===== src/core/rotate_sub_skip_regs.vh =====
// Register offsets, field positions, opcodes and reset values
// Assumes a 32-bit AHB-Lite slave port and one system clock
`ifndef ROTATE_SUB_SKIP_REGS_VH
`define ROTATE_SUB_SKIP_REGS_VH

`define OFF_CTRL    8'h00
`define OFF_ACC     8'h04
`define OFF_MEM     8'h08
`define OFF_IMM     8'h0c
`define OFF_FLAGS   8'h10
`define OFF_TPTR    8'h14
`define OFF_THIGH   8'h18
`define OFF_PAGE    8'h1c
`define OFF_STATUS  8'h20

`define CTRL_OP_HI  4
`define CTRL_OP_LO  0
`define CTRL_BIT_HI 7
`define CTRL_BIT_LO 5

`define FLAG_C      0
`define FLAG_AUX    1
`define FLAG_Z      2
`define FLAG_OVF    3

`define ST_BUSY     0
`define ST_SKIP     1
`define ST_DUMMY    2

`define RST_BYTE    8'h00
`define RST_PAGE    3'h0
`define LAST_PAGE   3'h7
`define ALL_ONES    8'hff
`define ONE_BYTE    8'h01

`define HTRANS_NSEQ 2'h2
`define HTRANS_SEQ  2'h3

`define OP_ROT_LC_MEM    5'h00
`define OP_ROT_LC_ACC    5'h01
`define OP_ROT_R_MEM     5'h02
`define OP_ROT_R_ACC     5'h03
`define OP_ROT_RC_MEM    5'h04
`define OP_ROT_RC_ACC    5'h05
`define OP_SUBB_ACC      5'h06
`define OP_SUBB_MEM      5'h07
`define OP_SUB           5'h08
`define OP_SUB_MEM       5'h09
`define OP_SUBI          5'h0a
`define OP_DEC_SKIP      5'h0b
`define OP_DEC_SKIP_ACC  5'h0c
`define OP_INC_SKIP      5'h0d
`define OP_INC_SKIP_ACC  5'h0e
`define OP_SNZB          5'h0f
`define OP_SKIP_ZERO     5'h10
`define OP_SKIP_ZERO_ACC 5'h11
`define OP_SZB           5'h12
`define OP_SET           5'h13
`define OP_SETB          5'h14
`define OP_SWAP          5'h15
`define OP_SWAP_ACC      5'h16
`define OP_TABC          5'h17
`define OP_TABL          5'h18
`define OP_XOR           5'h19
`define OP_XOR_MEM       5'h1a
`define OP_XORI          5'h1b

`endif


===== src/core/mcu_rotate_sub_skip_exec.v =====
// Execution datapath for rotate, subtract, skip, set, swap, table read, XOR
// Assumes an AHB-Lite master with single word transfers and a program
// memory that answers rom_data within the same clock as rom_addr.
// Functional notes
// - Memory rotate left through carry, write back
// - Rotate left through carry into accumulator
// - Memory circular rotate right, no flags
// - Circular rotate right into accumulator, no flags
// - Rotate right through carry, only carry changes
// - Subtract with borrow, four flags updated
// - Carry cleared on borrow, else set
// - Plain subtract from memory or immediate
// - Decrement memory, skip if zero
// - Decrement into accumulator, skip if zero
// - Increment memory, skip if zero
// - Increment into accumulator, skip if zero
// - Skip when selected bit is one
// - Skip when selected bit is zero
// - Skip on zero byte, optional move
// - Skips take two cycles with dummy
// - Byte set all ones, bit set
// - Nibble swap to memory or accumulator
// - Table read current or last page
// - XOR to accumulator or memory, zero flag
`timescale 1ns/1ps
`include "rotate_sub_skip_regs.vh"

module mcu_rotate_sub_skip_exec (
	input  wire        clock,
	input  wire        rst_n,
	input  wire        hsel,
	input  wire [31:0] haddr,
	input  wire [1:0]  htrans,
	input  wire        hwrite,
	input  wire [2:0]  hsize,
	input  wire        hready,
	input  wire [31:0] hwdata,
	output reg  [31:0] hrdata,
	output wire        hreadyout,
	output wire        hresp,
	output reg  [10:0] rom_addr,
	input  wire [15:0] rom_data,
	output reg         skip_next,
	output reg         dummy_cycle
);

	localparam [1:0] S_IDLE  = 2'h0;
	localparam [1:0] S_EXEC  = 2'h1;
	localparam [1:0] S_DUMMY = 2'h2;
	localparam [1:0] S_TABLE = 2'h3;

	reg [1:0] state;
	reg [4:0] op;
	reg [2:0] bit_sel;
	reg [7:0] acc;
	reg [7:0] mem;
	reg [7:0] imm;
	reg       flag_c;
	reg       flag_ac;
	reg       flag_z;
	reg       flag_ov;
	reg [7:0] table_pointer;
	reg [7:0] table_high_byte_holder;
	reg [2:0] page;
	reg       wr_pend;
	reg [7:0] wr_addr;

	reg [7:0] next_acc;
	reg [7:0] next_mem;
	reg       next_c;
	reg       next_ac;
	reg       next_z;
	reg       next_ov;
	reg       is_skip;
	reg       skip_cond;
	reg       is_table;

	wire       busy = (state != S_IDLE);
	wire       addr_ok = hsel & hready & (htrans == `HTRANS_NSEQ || htrans == `HTRANS_SEQ);
	wire [7:0] sub_b = (op == `OP_SUBI) ? imm : mem;
	wire       sub_cin = (op == `OP_SUBB_ACC || op == `OP_SUBB_MEM) ? flag_c : 1'b1;
	wire [8:0] sub_sum = {1'b0, acc} + {1'b0, ~sub_b} + {8'h00, sub_cin};
	wire [4:0] sub_nib = {1'b0, acc[3:0]} + {1'b0, ~sub_b[3:0]} + {4'h0, sub_cin};
	wire [7:0] xor_b = (op == `OP_XORI) ? imm : mem;
	wire [7:0] xor_r = acc ^ xor_b;
	wire [7:0] dec_r = mem - `ONE_BYTE;
	wire [7:0] inc_r = mem + `ONE_BYTE;
	wire [7:0] bit_mask = `ONE_BYTE << bit_sel;
	wire       sel_bit = mem[bit_sel];

	// Slave never stalls, so every response is zero-wait OKAY
	assign hreadyout = 1'b1;
	assign hresp     = 1'b0;

	always @*
	begin
		next_acc  = acc;
		next_mem  = mem;
		next_c    = flag_c;
		next_ac   = flag_ac;
		next_z    = flag_z;
		next_ov   = flag_ov;
		is_skip   = 1'b0;
		skip_cond = 1'b0;
		is_table  = 1'b0;
		case (op)
			`OP_ROT_LC_MEM:
			begin
				next_mem = {mem[6:0], flag_c};
				next_c   = mem[7];
			end
			`OP_ROT_LC_ACC:
			begin
				next_acc = {mem[6:0], flag_c};
				next_c   = mem[7];
			end
			`OP_ROT_R_MEM:
			begin
				next_mem = {mem[0], mem[7:1]};
			end
			`OP_ROT_R_ACC:
			begin
				next_acc = {mem[0], mem[7:1]};
			end
			`OP_ROT_RC_MEM:
			begin
				next_mem = {flag_c, mem[7:1]};
				next_c   = mem[0];
			end
			`OP_ROT_RC_ACC:
			begin
				next_acc = {flag_c, mem[7:1]};
				next_c   = mem[0];
			end
			`OP_SUBB_ACC, `OP_SUBB_MEM, `OP_SUB, `OP_SUB_MEM, `OP_SUBI:
			begin
				if (op == `OP_SUBB_MEM || op == `OP_SUB_MEM)
					next_mem = sub_sum[7:0];
				else
					next_acc = sub_sum[7:0];
				// Carry out of acc + ~b + cin is the no-borrow indication
				next_c  = sub_sum[8];
				next_ac = sub_nib[4];
				next_z  = (sub_sum[7:0] == `RST_BYTE);
				next_ov = (acc[7] ^ sub_b[7]) & (sub_sum[7] ^ acc[7]);
			end
			`OP_DEC_SKIP:
			begin
				next_mem  = dec_r;
				is_skip   = 1'b1;
				skip_cond = (dec_r == `RST_BYTE);
			end
			`OP_DEC_SKIP_ACC:
			begin
				next_acc  = dec_r;
				is_skip   = 1'b1;
				skip_cond = (dec_r == `RST_BYTE);
			end
			`OP_INC_SKIP:
			begin
				next_mem  = inc_r;
				is_skip   = 1'b1;
				skip_cond = (inc_r == `RST_BYTE);
			end
			`OP_INC_SKIP_ACC:
			begin
				next_acc  = inc_r;
				is_skip   = 1'b1;
				skip_cond = (inc_r == `RST_BYTE);
			end
			`OP_SNZB:
			begin
				is_skip   = 1'b1;
				skip_cond = sel_bit;
			end
			`OP_SZB:
			begin
				is_skip   = 1'b1;
				skip_cond = ~sel_bit;
			end
			`OP_SKIP_ZERO:
			begin
				is_skip   = 1'b1;
				skip_cond = (mem == `RST_BYTE);
			end
			`OP_SKIP_ZERO_ACC:
			begin
				next_acc  = mem;
				is_skip   = 1'b1;
				skip_cond = (mem == `RST_BYTE);
			end
			`OP_SET:
			begin
				next_mem = `ALL_ONES;
			end
			`OP_SETB:
			begin
				next_mem = mem | bit_mask;
			end
			`OP_SWAP:
			begin
				next_mem = {mem[3:0], mem[7:4]};
			end
			`OP_SWAP_ACC:
			begin
				next_acc = {mem[3:0], mem[7:4]};
			end
			`OP_TABC, `OP_TABL:
			begin
				// Operands stay put; the program word lands one state later
				is_table = 1'b1;
			end
			`OP_XOR, `OP_XORI:
			begin
				next_acc = xor_r;
				next_z   = (xor_r == `RST_BYTE);
			end
			`OP_XOR_MEM:
			begin
				next_mem = xor_r;
				next_z   = (xor_r == `RST_BYTE);
			end
			default:
			begin
				// Unused codes run as a one-cycle no-op
				next_acc = acc;
			end
		endcase
	end

	always @(posedge clock)
	begin
		if (!rst_n)
		begin
			state                  <= S_IDLE;
			op                     <= `OP_ROT_LC_MEM;
			bit_sel                <= 3'h0;
			acc                    <= `RST_BYTE;
			mem                    <= `RST_BYTE;
			imm                    <= `RST_BYTE;
			flag_c                 <= 1'b0;
			flag_ac                <= 1'b0;
			flag_z                 <= 1'b0;
			flag_ov                <= 1'b0;
			table_pointer          <= `RST_BYTE;
			table_high_byte_holder <= `RST_BYTE;
			page                   <= `RST_PAGE;
			wr_pend                <= 1'b0;
			wr_addr                <= `RST_BYTE;
			hrdata                 <= 32'h0000_0000;
			rom_addr               <= 11'h000;
			skip_next              <= 1'b0;
			dummy_cycle            <= 1'b0;
		end
		else
		begin
			wr_pend <= addr_ok & hwrite;
			if (addr_ok)
			begin
				wr_addr <= haddr[7:0];
			end
			// Read data is captured at the address phase; single transfers
			// only, so a preceding write has always landed by then
			if (addr_ok && !hwrite)
			begin
				case (haddr[7:0])
					`OFF_ACC:    hrdata <= {24'h000000, acc};
					`OFF_MEM:    hrdata <= {24'h000000, mem};
					`OFF_IMM:    hrdata <= {24'h000000, imm};
					`OFF_FLAGS:  hrdata <= {28'h0000000, flag_ov, flag_z, flag_ac, flag_c};
					`OFF_TPTR:   hrdata <= {24'h000000, table_pointer};
					`OFF_THIGH:  hrdata <= {24'h000000, table_high_byte_holder};
					`OFF_PAGE:   hrdata <= {29'h0, page};
					`OFF_STATUS: hrdata <= {29'h0, dummy_cycle, skip_next, busy};
					default:     hrdata <= 32'h0000_0000;
				endcase
			end
			// Writes while an operation runs are dropped to keep operands stable
			if (wr_pend && !busy)
			begin
				case (wr_addr)
					`OFF_CTRL:
					begin
						op        <= hwdata[`CTRL_OP_HI:`CTRL_OP_LO];
						bit_sel   <= hwdata[`CTRL_BIT_HI:`CTRL_BIT_LO];
						skip_next <= 1'b0;
						state     <= S_EXEC;
					end
					`OFF_ACC:
					begin
						acc <= hwdata[7:0];
					end
					`OFF_MEM:
					begin
						mem <= hwdata[7:0];
					end
					`OFF_IMM:
					begin
						imm <= hwdata[7:0];
					end
					`OFF_FLAGS:
					begin
						flag_c  <= hwdata[`FLAG_C];
						flag_ac <= hwdata[`FLAG_AUX];
						flag_z  <= hwdata[`FLAG_Z];
						flag_ov <= hwdata[`FLAG_OVF];
					end
					`OFF_TPTR:
					begin
						table_pointer <= hwdata[7:0];
					end
					`OFF_PAGE:
					begin
						page <= hwdata[2:0];
					end
					default:
					begin
						// High byte holder is read-only, so its writes fall here
						op <= op;
					end
				endcase
			end
			case (state)
				S_IDLE:
				begin
					dummy_cycle <= 1'b0;
				end
				S_EXEC:
				begin
					acc     <= next_acc;
					mem     <= next_mem;
					flag_c  <= next_c;
					flag_ac <= next_ac;
					flag_z  <= next_z;
					flag_ov <= next_ov;
					if (is_skip)
					begin
						skip_next   <= skip_cond;
						dummy_cycle <= 1'b1;
						state       <= S_DUMMY;
					end
					else if (is_table)
					begin
						// Last page is the top 256 words of program memory
						rom_addr <= {(op == `OP_TABL) ? `LAST_PAGE : page, table_pointer};
						state    <= S_TABLE;
					end
					else
					begin
						state <= S_IDLE;
					end
				end
				S_DUMMY:
				begin
					dummy_cycle <= 1'b0;
					state       <= S_IDLE;
				end
				S_TABLE:
				begin
					mem                    <= rom_data[7:0];
					table_high_byte_holder <= rom_data[15:8];
					state                  <= S_IDLE;
				end
				default:
				begin
					state <= S_IDLE;
				end
			endcase
		end
	end

endmodule // mcu_rotate_sub_skip_exec


===== config.mk =====
export PLATFORM = sky130hd
export DESIGN_NAME = mcu_rotate_sub_skip_exec
export DESIGN_NICKNAME = d
export VERILOG_FILES = /design/src/core/mcu_rotate_sub_skip_exec.v
export VERILOG_INCLUDE_DIRS = /design/src /design/src/core
export SDC_FILE = /design/constraint.sdc
export NUM_CORES = 1
export LEC_CHECK = 0
export ABC_AREA = 1
export BUFFER_PORTS_ARGS = -buffer_cell sky130_fd_sc_hd__buf_2
export CORE_MARGIN = 8
export CORE_UTILIZATION = 51
export CTS_CLUSTER_DIAMETER = 30
export DETAILED_ROUTE_END_ITERATION = 8
export PLACE_DENSITY = 0.78
export SYNTH_ARGS = -nofsm -noshare
export SYNTH_HDL_FRONTEND = slang
export SYNTH_SLANG_ARGS = --single-unit

===== constraint.sdc =====
create_clock -name clock -period 2.75 [get_ports clock]
set_input_delay 0 -clock clock [delete_from_list [all_inputs] [get_ports clock]]
set_output_delay 0 -clock clock [all_outputs]
set_load 0.02 [all_outputs]

# After elaboration in Yosys (flattened, before gate mapping)
# Cells that the tools add are included.
# classes
addsub	6
mul	0
div_mod_pow	0
n_lt_le_gt_ge	1
n_eq_ne	54
n_shift	1
mux	47
n_bitwise	12
n_reduce_logical	48
# op_table
operator	n
$pmux 8 s10	1
$mux 8	9
$pmux 8 s9	1
$pmux 8 s8	1
$eq 5x5->1 const B	12
$eq 8x5->1 const B	7
$logic_not 8->1	6
$eq 5x4->1 const B	8
$eq 8x4->1 const B	4
$mux 1	23
$eq 5x3->1 const B	4
$reduce_or 2->1	9
$eq 8x3->1 const B	2
$pmux 8 s2	1
$reduce_and 2->1	6
$reduce_and 3->1	4
$reduce_bool 3->1	4
$ne 11x1->1 const B	1
$eq 5x2->1 const B	2
$ne 10x1->1 const B	1
$reduce_bool 2->1	5
$add 8x8->9	1
$add 9x1->9	1
$add 8x1->8 const B	1
37 further kinds	55
# word_totals
register_bits	111
latchBits	0
mem_bits_rw	0
mem_bits_ro	0
input_bits	90
output_inout_bits	47
wordCells	188
n_memories	0

# Depth between registers and ports, before layout
# depth
depth_word	9
mapped_depth	20
ltp_nobuf	19

# Least setup slack after synthesis
# Ideal clock, no wire load.
# synth_timing
kind	reg2reg
from	register op[0]
to	register acc[6]
t_arrival_ns	2.931
t_required_ns	2.632
path_slack_ns	-0.299
stages_incl_launch_ff	21
path_buffers	1
period_less_slack_ns	3.049
path_cell_list	dfxtp_1 -> inv_2 -> nand2_2 -> nor2_1 -> nand2_1 -> clkbuf_1 -> nand2_1 -> o21ai_0 -> fa_1 -> fa_1 -> nand3b_1 -> nand2_1 -> inv_1 -> o21ai_0 -> nand2_1 -> nand2_1 -> nor2_1 -> nor2_1 -> nand3_1 -> nand2_1 -> a21oi_1
# synth_between
elab_chain_cells	8
elab_cells_between_ends	31
classes_between	add/sub (2); eq/ne (16); mux (6); bitwise (2); reduce/logical (5)
# synth_lines
item	line_no	source
start: declaration	mcu_rotate_sub_skip_exec.v:53	reg [4:0] op;
start signal: assignment	mcu_rotate_sub_skip_exec.v:236	op <= `OP_ROT_LC_MEM;
start signal: assignment	mcu_rotate_sub_skip_exec.v:284	op <= hwdata[`CTRL_OP_HI:`CTRL_OP_LO];
start signal: assignment	mcu_rotate_sub_skip_exec.v:319	op <= op;
$eq 5x4->1	mcu_rotate_sub_skip_exec.v:106	case (op)
$mux 8	mcu_rotate_sub_skip_exec.v:80	wire [7:0] sub_b = (op == `OP_SUBI) ? imm : mem;
$not 8->8	mcu_rotate_sub_skip_exec.v:82	wire [8:0] sub_sum = {1'b0, acc} + {1'b0, ~sub_b} + {8'h00, sub_cin};
$add 8x8->9	mcu_rotate_sub_skip_exec.v:82	
$add 9x1->9	mcu_rotate_sub_skip_exec.v:82	
$mux 8	mcu_rotate_sub_skip_exec.v:137	if (op == `OP_SUBB_MEM || op == `OP_SUB_MEM)
$pmux 8 s9	mcu_rotate_sub_skip_exec.v:106	
$mux 8	mcu_rotate_sub_skip_exec.v:323	case (state)
end signal: assignment	mcu_rotate_sub_skip_exec.v:238	acc <= `RST_BYTE;
end signal: assignment	mcu_rotate_sub_skip_exec.v:291	acc <= hwdata[7:0];
end signal: assignment	mcu_rotate_sub_skip_exec.v:330	acc <= next_acc;
end: declaration	mcu_rotate_sub_skip_exec.v:55	reg [7:0] acc;
# Parallel ways exist; a longest one is shown, timed or not. The select of a mux whose other input is x is not followed.
# A chain may end at the register's enable or synchronous reset.

# Worst setup path in the final report
# layout_timing
from	register op[0]
to	register flag_z
# layout_between
elab_chain_cells	8
elab_cells_between_ends	24
classes_between	add/sub (2); eq/ne (9); mux (5); bitwise (2); reduce/logical (6)
# layout_lines
item	line_no	source
$eq 5x4->1	mcu_rotate_sub_skip_exec.v:106	
$mux 8	mcu_rotate_sub_skip_exec.v:80	
$not 8->8	mcu_rotate_sub_skip_exec.v:82	
$add 8x8->9	mcu_rotate_sub_skip_exec.v:82	
$add 9x1->9	mcu_rotate_sub_skip_exec.v:82	
$logic_not 8->1 (no source line)	n/a	
$pmux 1 s2	mcu_rotate_sub_skip_exec.v:106	
$mux 1	mcu_rotate_sub_skip_exec.v:323	
end signal: assignment	mcu_rotate_sub_skip_exec.v:305	flag_z <= hwdata[`FLAG_Z];
end signal: assignment	mcu_rotate_sub_skip_exec.v:334	flag_z <= next_z;
end: declaration	mcu_rotate_sub_skip_exec.v:60	reg flag_z;
# Parallel ways exist; a longest one is shown, timed or not.

==> out/results.ini <==
[sta]
fin_crit_sh_pct = 96.7
hold_viol = 0
tightest_slew_ns = 0.918
maxSlewHeadroom_pct = 38.2
finalWorstSetupSlack_ns = 0.0915
finalSetupViolations = 0
skew_ns = 0.00907
final_max_slew_viol_count = 0
period_needed_ns = 2.66
rsz0062_at_grt = yes
max_freq_mhz = 376

[yosys]
yosysMostFrequentCell = nand2_1
ys_types = 45
yosys_most_used_dff = dfxtp_1
synth_seq_cells = 87
synthCells = 1092
synth-edff-count = 0
synth_area_leaders = dfxtp_1 27%, nand2_1 15%, o21ai_0 8.6%, nor2_1 8.2%, a21oi_1 7.7%
syn_avg_cell_area_um2 = 5.98
synthArstFlopShare_pct = 0
synth_top_area_share_pct = 26.7
synth_top_cell_by_area = dfxtp_1
synth_area_um2 = 6530
ys_top_cells_by_count = 269 x nand2_1, 143 x nor2_1, 112 x o21ai_0
ys_warn_count = 0
yosysSeqAreaShare_pct = 26.7

[setup_path]
cp-endpoint = flag_z
crit_path_start = op[0]
reg2reg_depth = 17
path_cells = inv_2, nand2_2, nor2_4, nand2_4, nand2_2, o21ai_2, fa_2, fa_2, nand3b_1, nand2_2, xnor2_2, nand3_1, nor2_1, nand3_1, nand2_1, nand2_1, a21oi_1
worst_path_largest_cell_delay_ns = 0.38
path_max_fanout = 4
worstSetupPathType = register to register
arrival_ns = 2.92
critPathMostFrequentCell = nand2_2
worstPathRequired_ns = 3.01
worstReg2RegStart = op[0]
start_kind = register
slowest_stage = fa_2
reg2reg_slack_ns = 0.09
cp-end-kind = register
r2r-end = flag_z

[die]
die_h_um = 129
die_w_um = 129
initial_core_util_pct = 51.9
io_pins = 137
coreArea_um2 = 12600
rows = 41
die-area_um2 = 16700

[power_and_ir_drop]
pwr-share-seq_pct = 45.9
leakage_nw = 3.48
p_clk_share_pct = 42.5
irDropWorstVdd_mv = 0.565
p_int_mw = 2.00
p_switching_mw = 0.784
powerDensity_nw_per_um2 = 365
combPwrFrac_pct = 11.6
swShare_pct = 28.1

[route]
drt_first_pass_iters = 6
avgViaCountPerCell = 5.73
wl_per_cell_um = 17.7
vias = 7796
ant_nets = 0
routed_wirelength_um = 24100
drt_iter0_drc = 871
drc = 0

[cells_and_area]
area_delta_synth_final_pct = 17.0
final-seq-area_um2 = 1750
drive_gt1_share_pct = 14.0
final_nets = 1288
final_core_util_pct = 60.8
num-fill-cells = 1276
multiInputGateArea_um2 = 4170
diodes = 0

[place]
routabilityCongestion = 1.00
numPortBuffers = 58
dp_hpwl_um = 18300
preCtsSetupSlack_ns = 0.0313

[clocking]
clock_sinks = 87
clk_path_buf_depth = 2
clkTransAtPathRegs_ns = 0.07
root_buffer = clkbuf_16
insertion_delay_ns = 0.34
tritoncts = built
cts.htree.levels = 3
cts_buffers = 9

[outcome]
status = completed

[global_route]
overflow = 0
grt_pass1_vias = 7298
antenna_found_initial = 0
grt_use_total_pct = 28.8
grt_pass1_wl_um = 37800
grt_max_degree = 37

[hold_path]
holdCritPathClass = input port to register

[job]
drv_cap = 0

==> cell families after synthesis <==
kind of cell / after synthesis / synth area share (%)
AND/OR/NAND/NOR: 540 / 34.8
AO/OA/AOI/OAI: 265 / 22.2
buffers and inverters: 173 / 11.9
flip-flops: 87 / 26.7
adder cells (fa/ha/maj): 14 / 2.91
XOR/XNOR: 11 / 1.48
other: 2 / 0.115
==> final cells by class <==
class | instances | share of cell area, %
flip-flops and latches | 87 | 22.9
repair buffers | 123 | 10.8
clock inverters | 6 | 0.688
inverters | 107 | 5.26
clock buffers | 10 | 3.00
multi-input cells | 856 | 54.6
well taps | 172 | 2.82
==> how the worst min path moves through the flow <==
stage	from	end	slack (ns)	cells past startpoint
after detailed placement	hwrite	wr_pend	0.25	3
after floorplan	hwrite	wr_pend	0.12	2
after CTS	haddr[2]	wr_addr[2]	0.006	3
after global placement	hwrite	wr_pend	0.24	3
after global routing	hwdata[3]	op[3]	0.03	3
final	haddr[2]	wr_addr[2]	0.02	3
==> power groups by stage <==
stage | combinational (mW) | clock (mW) | sequential, mW
finish | 0.323 | 1.18 | 1.28
floorplan | 0.220 | 0 | 1.31
global placement | 0.285 | 0 | 1.31
detailed placement | 0.288 | 0 | 1.31
CTS | 0.305 | 1.19 | 1.28
global route | 0.353 | 1.24 | 1.28
==> flip-flops by register name, indices dropped and copies added, names as in the netlist, 5 cells and up <==
signal	flops
imm	8
op	5
wr_addr	8
table_high_byte_holder	8
table_pointer	8
hrdata	8
mem	8
acc	8
rom_addr	11
==> critical path, delay by kind of cell, from the launching register on <==
family	cells	cell delay [ns]
flip-flops	1	0.33
buffers and inverters	1	0.08
adder cells (fa/ha/maj)	2	0.76
XOR/XNOR	1	0.15
AO/OA/AOI/OAI	2	0.19
AND/OR/NAND/NOR	11	1.05
==> through the flow <==
step,instances,total power [mW],hold slack [ns],area [µm²],TNS [ns]
2_1_floorplan,1116,1.53,0.119,6650,0
3_3_place_gp,1327,1.59,0.243,7130,0
3_5_place_dp,1327,1.60,0.251,7130,0
4_1_cts,1357,2.77,0.00578,7550,0
5_1_grt,1361,2.87,0.0341,7640,-0.263
6_report,1361,2.79,0.0222,7640,0
==> repair_timing <==
item                       CTS  global route
hold endpoints to repair    14             0
buffers inserted             0             4
gates resized for setup      0            23
setup endpoints to repair    0            15
hold buffers                14             0
==> routing by layer <==
layer,track usage (%),up-vias,part of all wire (%)
li1,-,3741,-
met1,36.0,3519,40
met2,45.4,454,44
met3,5.63,82,11
met4,16.7,0,5.1
met5,0,-,0
==> cell usage in the layout (no fill, tap or decap), types with 8 or more instances in the layout <==
cell type      count
conb_1            26
clkbuf_16          9
a21oi_1          100
o211ai_1           8
a211oi_1          11
nor3_1            19
nand4_1           12
o21ai_0          107
nor2_2             8
nand3_1           70
nor2_1           140
dfxtp_1           84
xor2_1             8
inv_1            100
o22ai_1            9
buf_4             50
ha_1              11
nand2_1          266
buf_2             58
dlygate4sd3_1     14
Note: power is estimated with default switching activity, not from simulation.
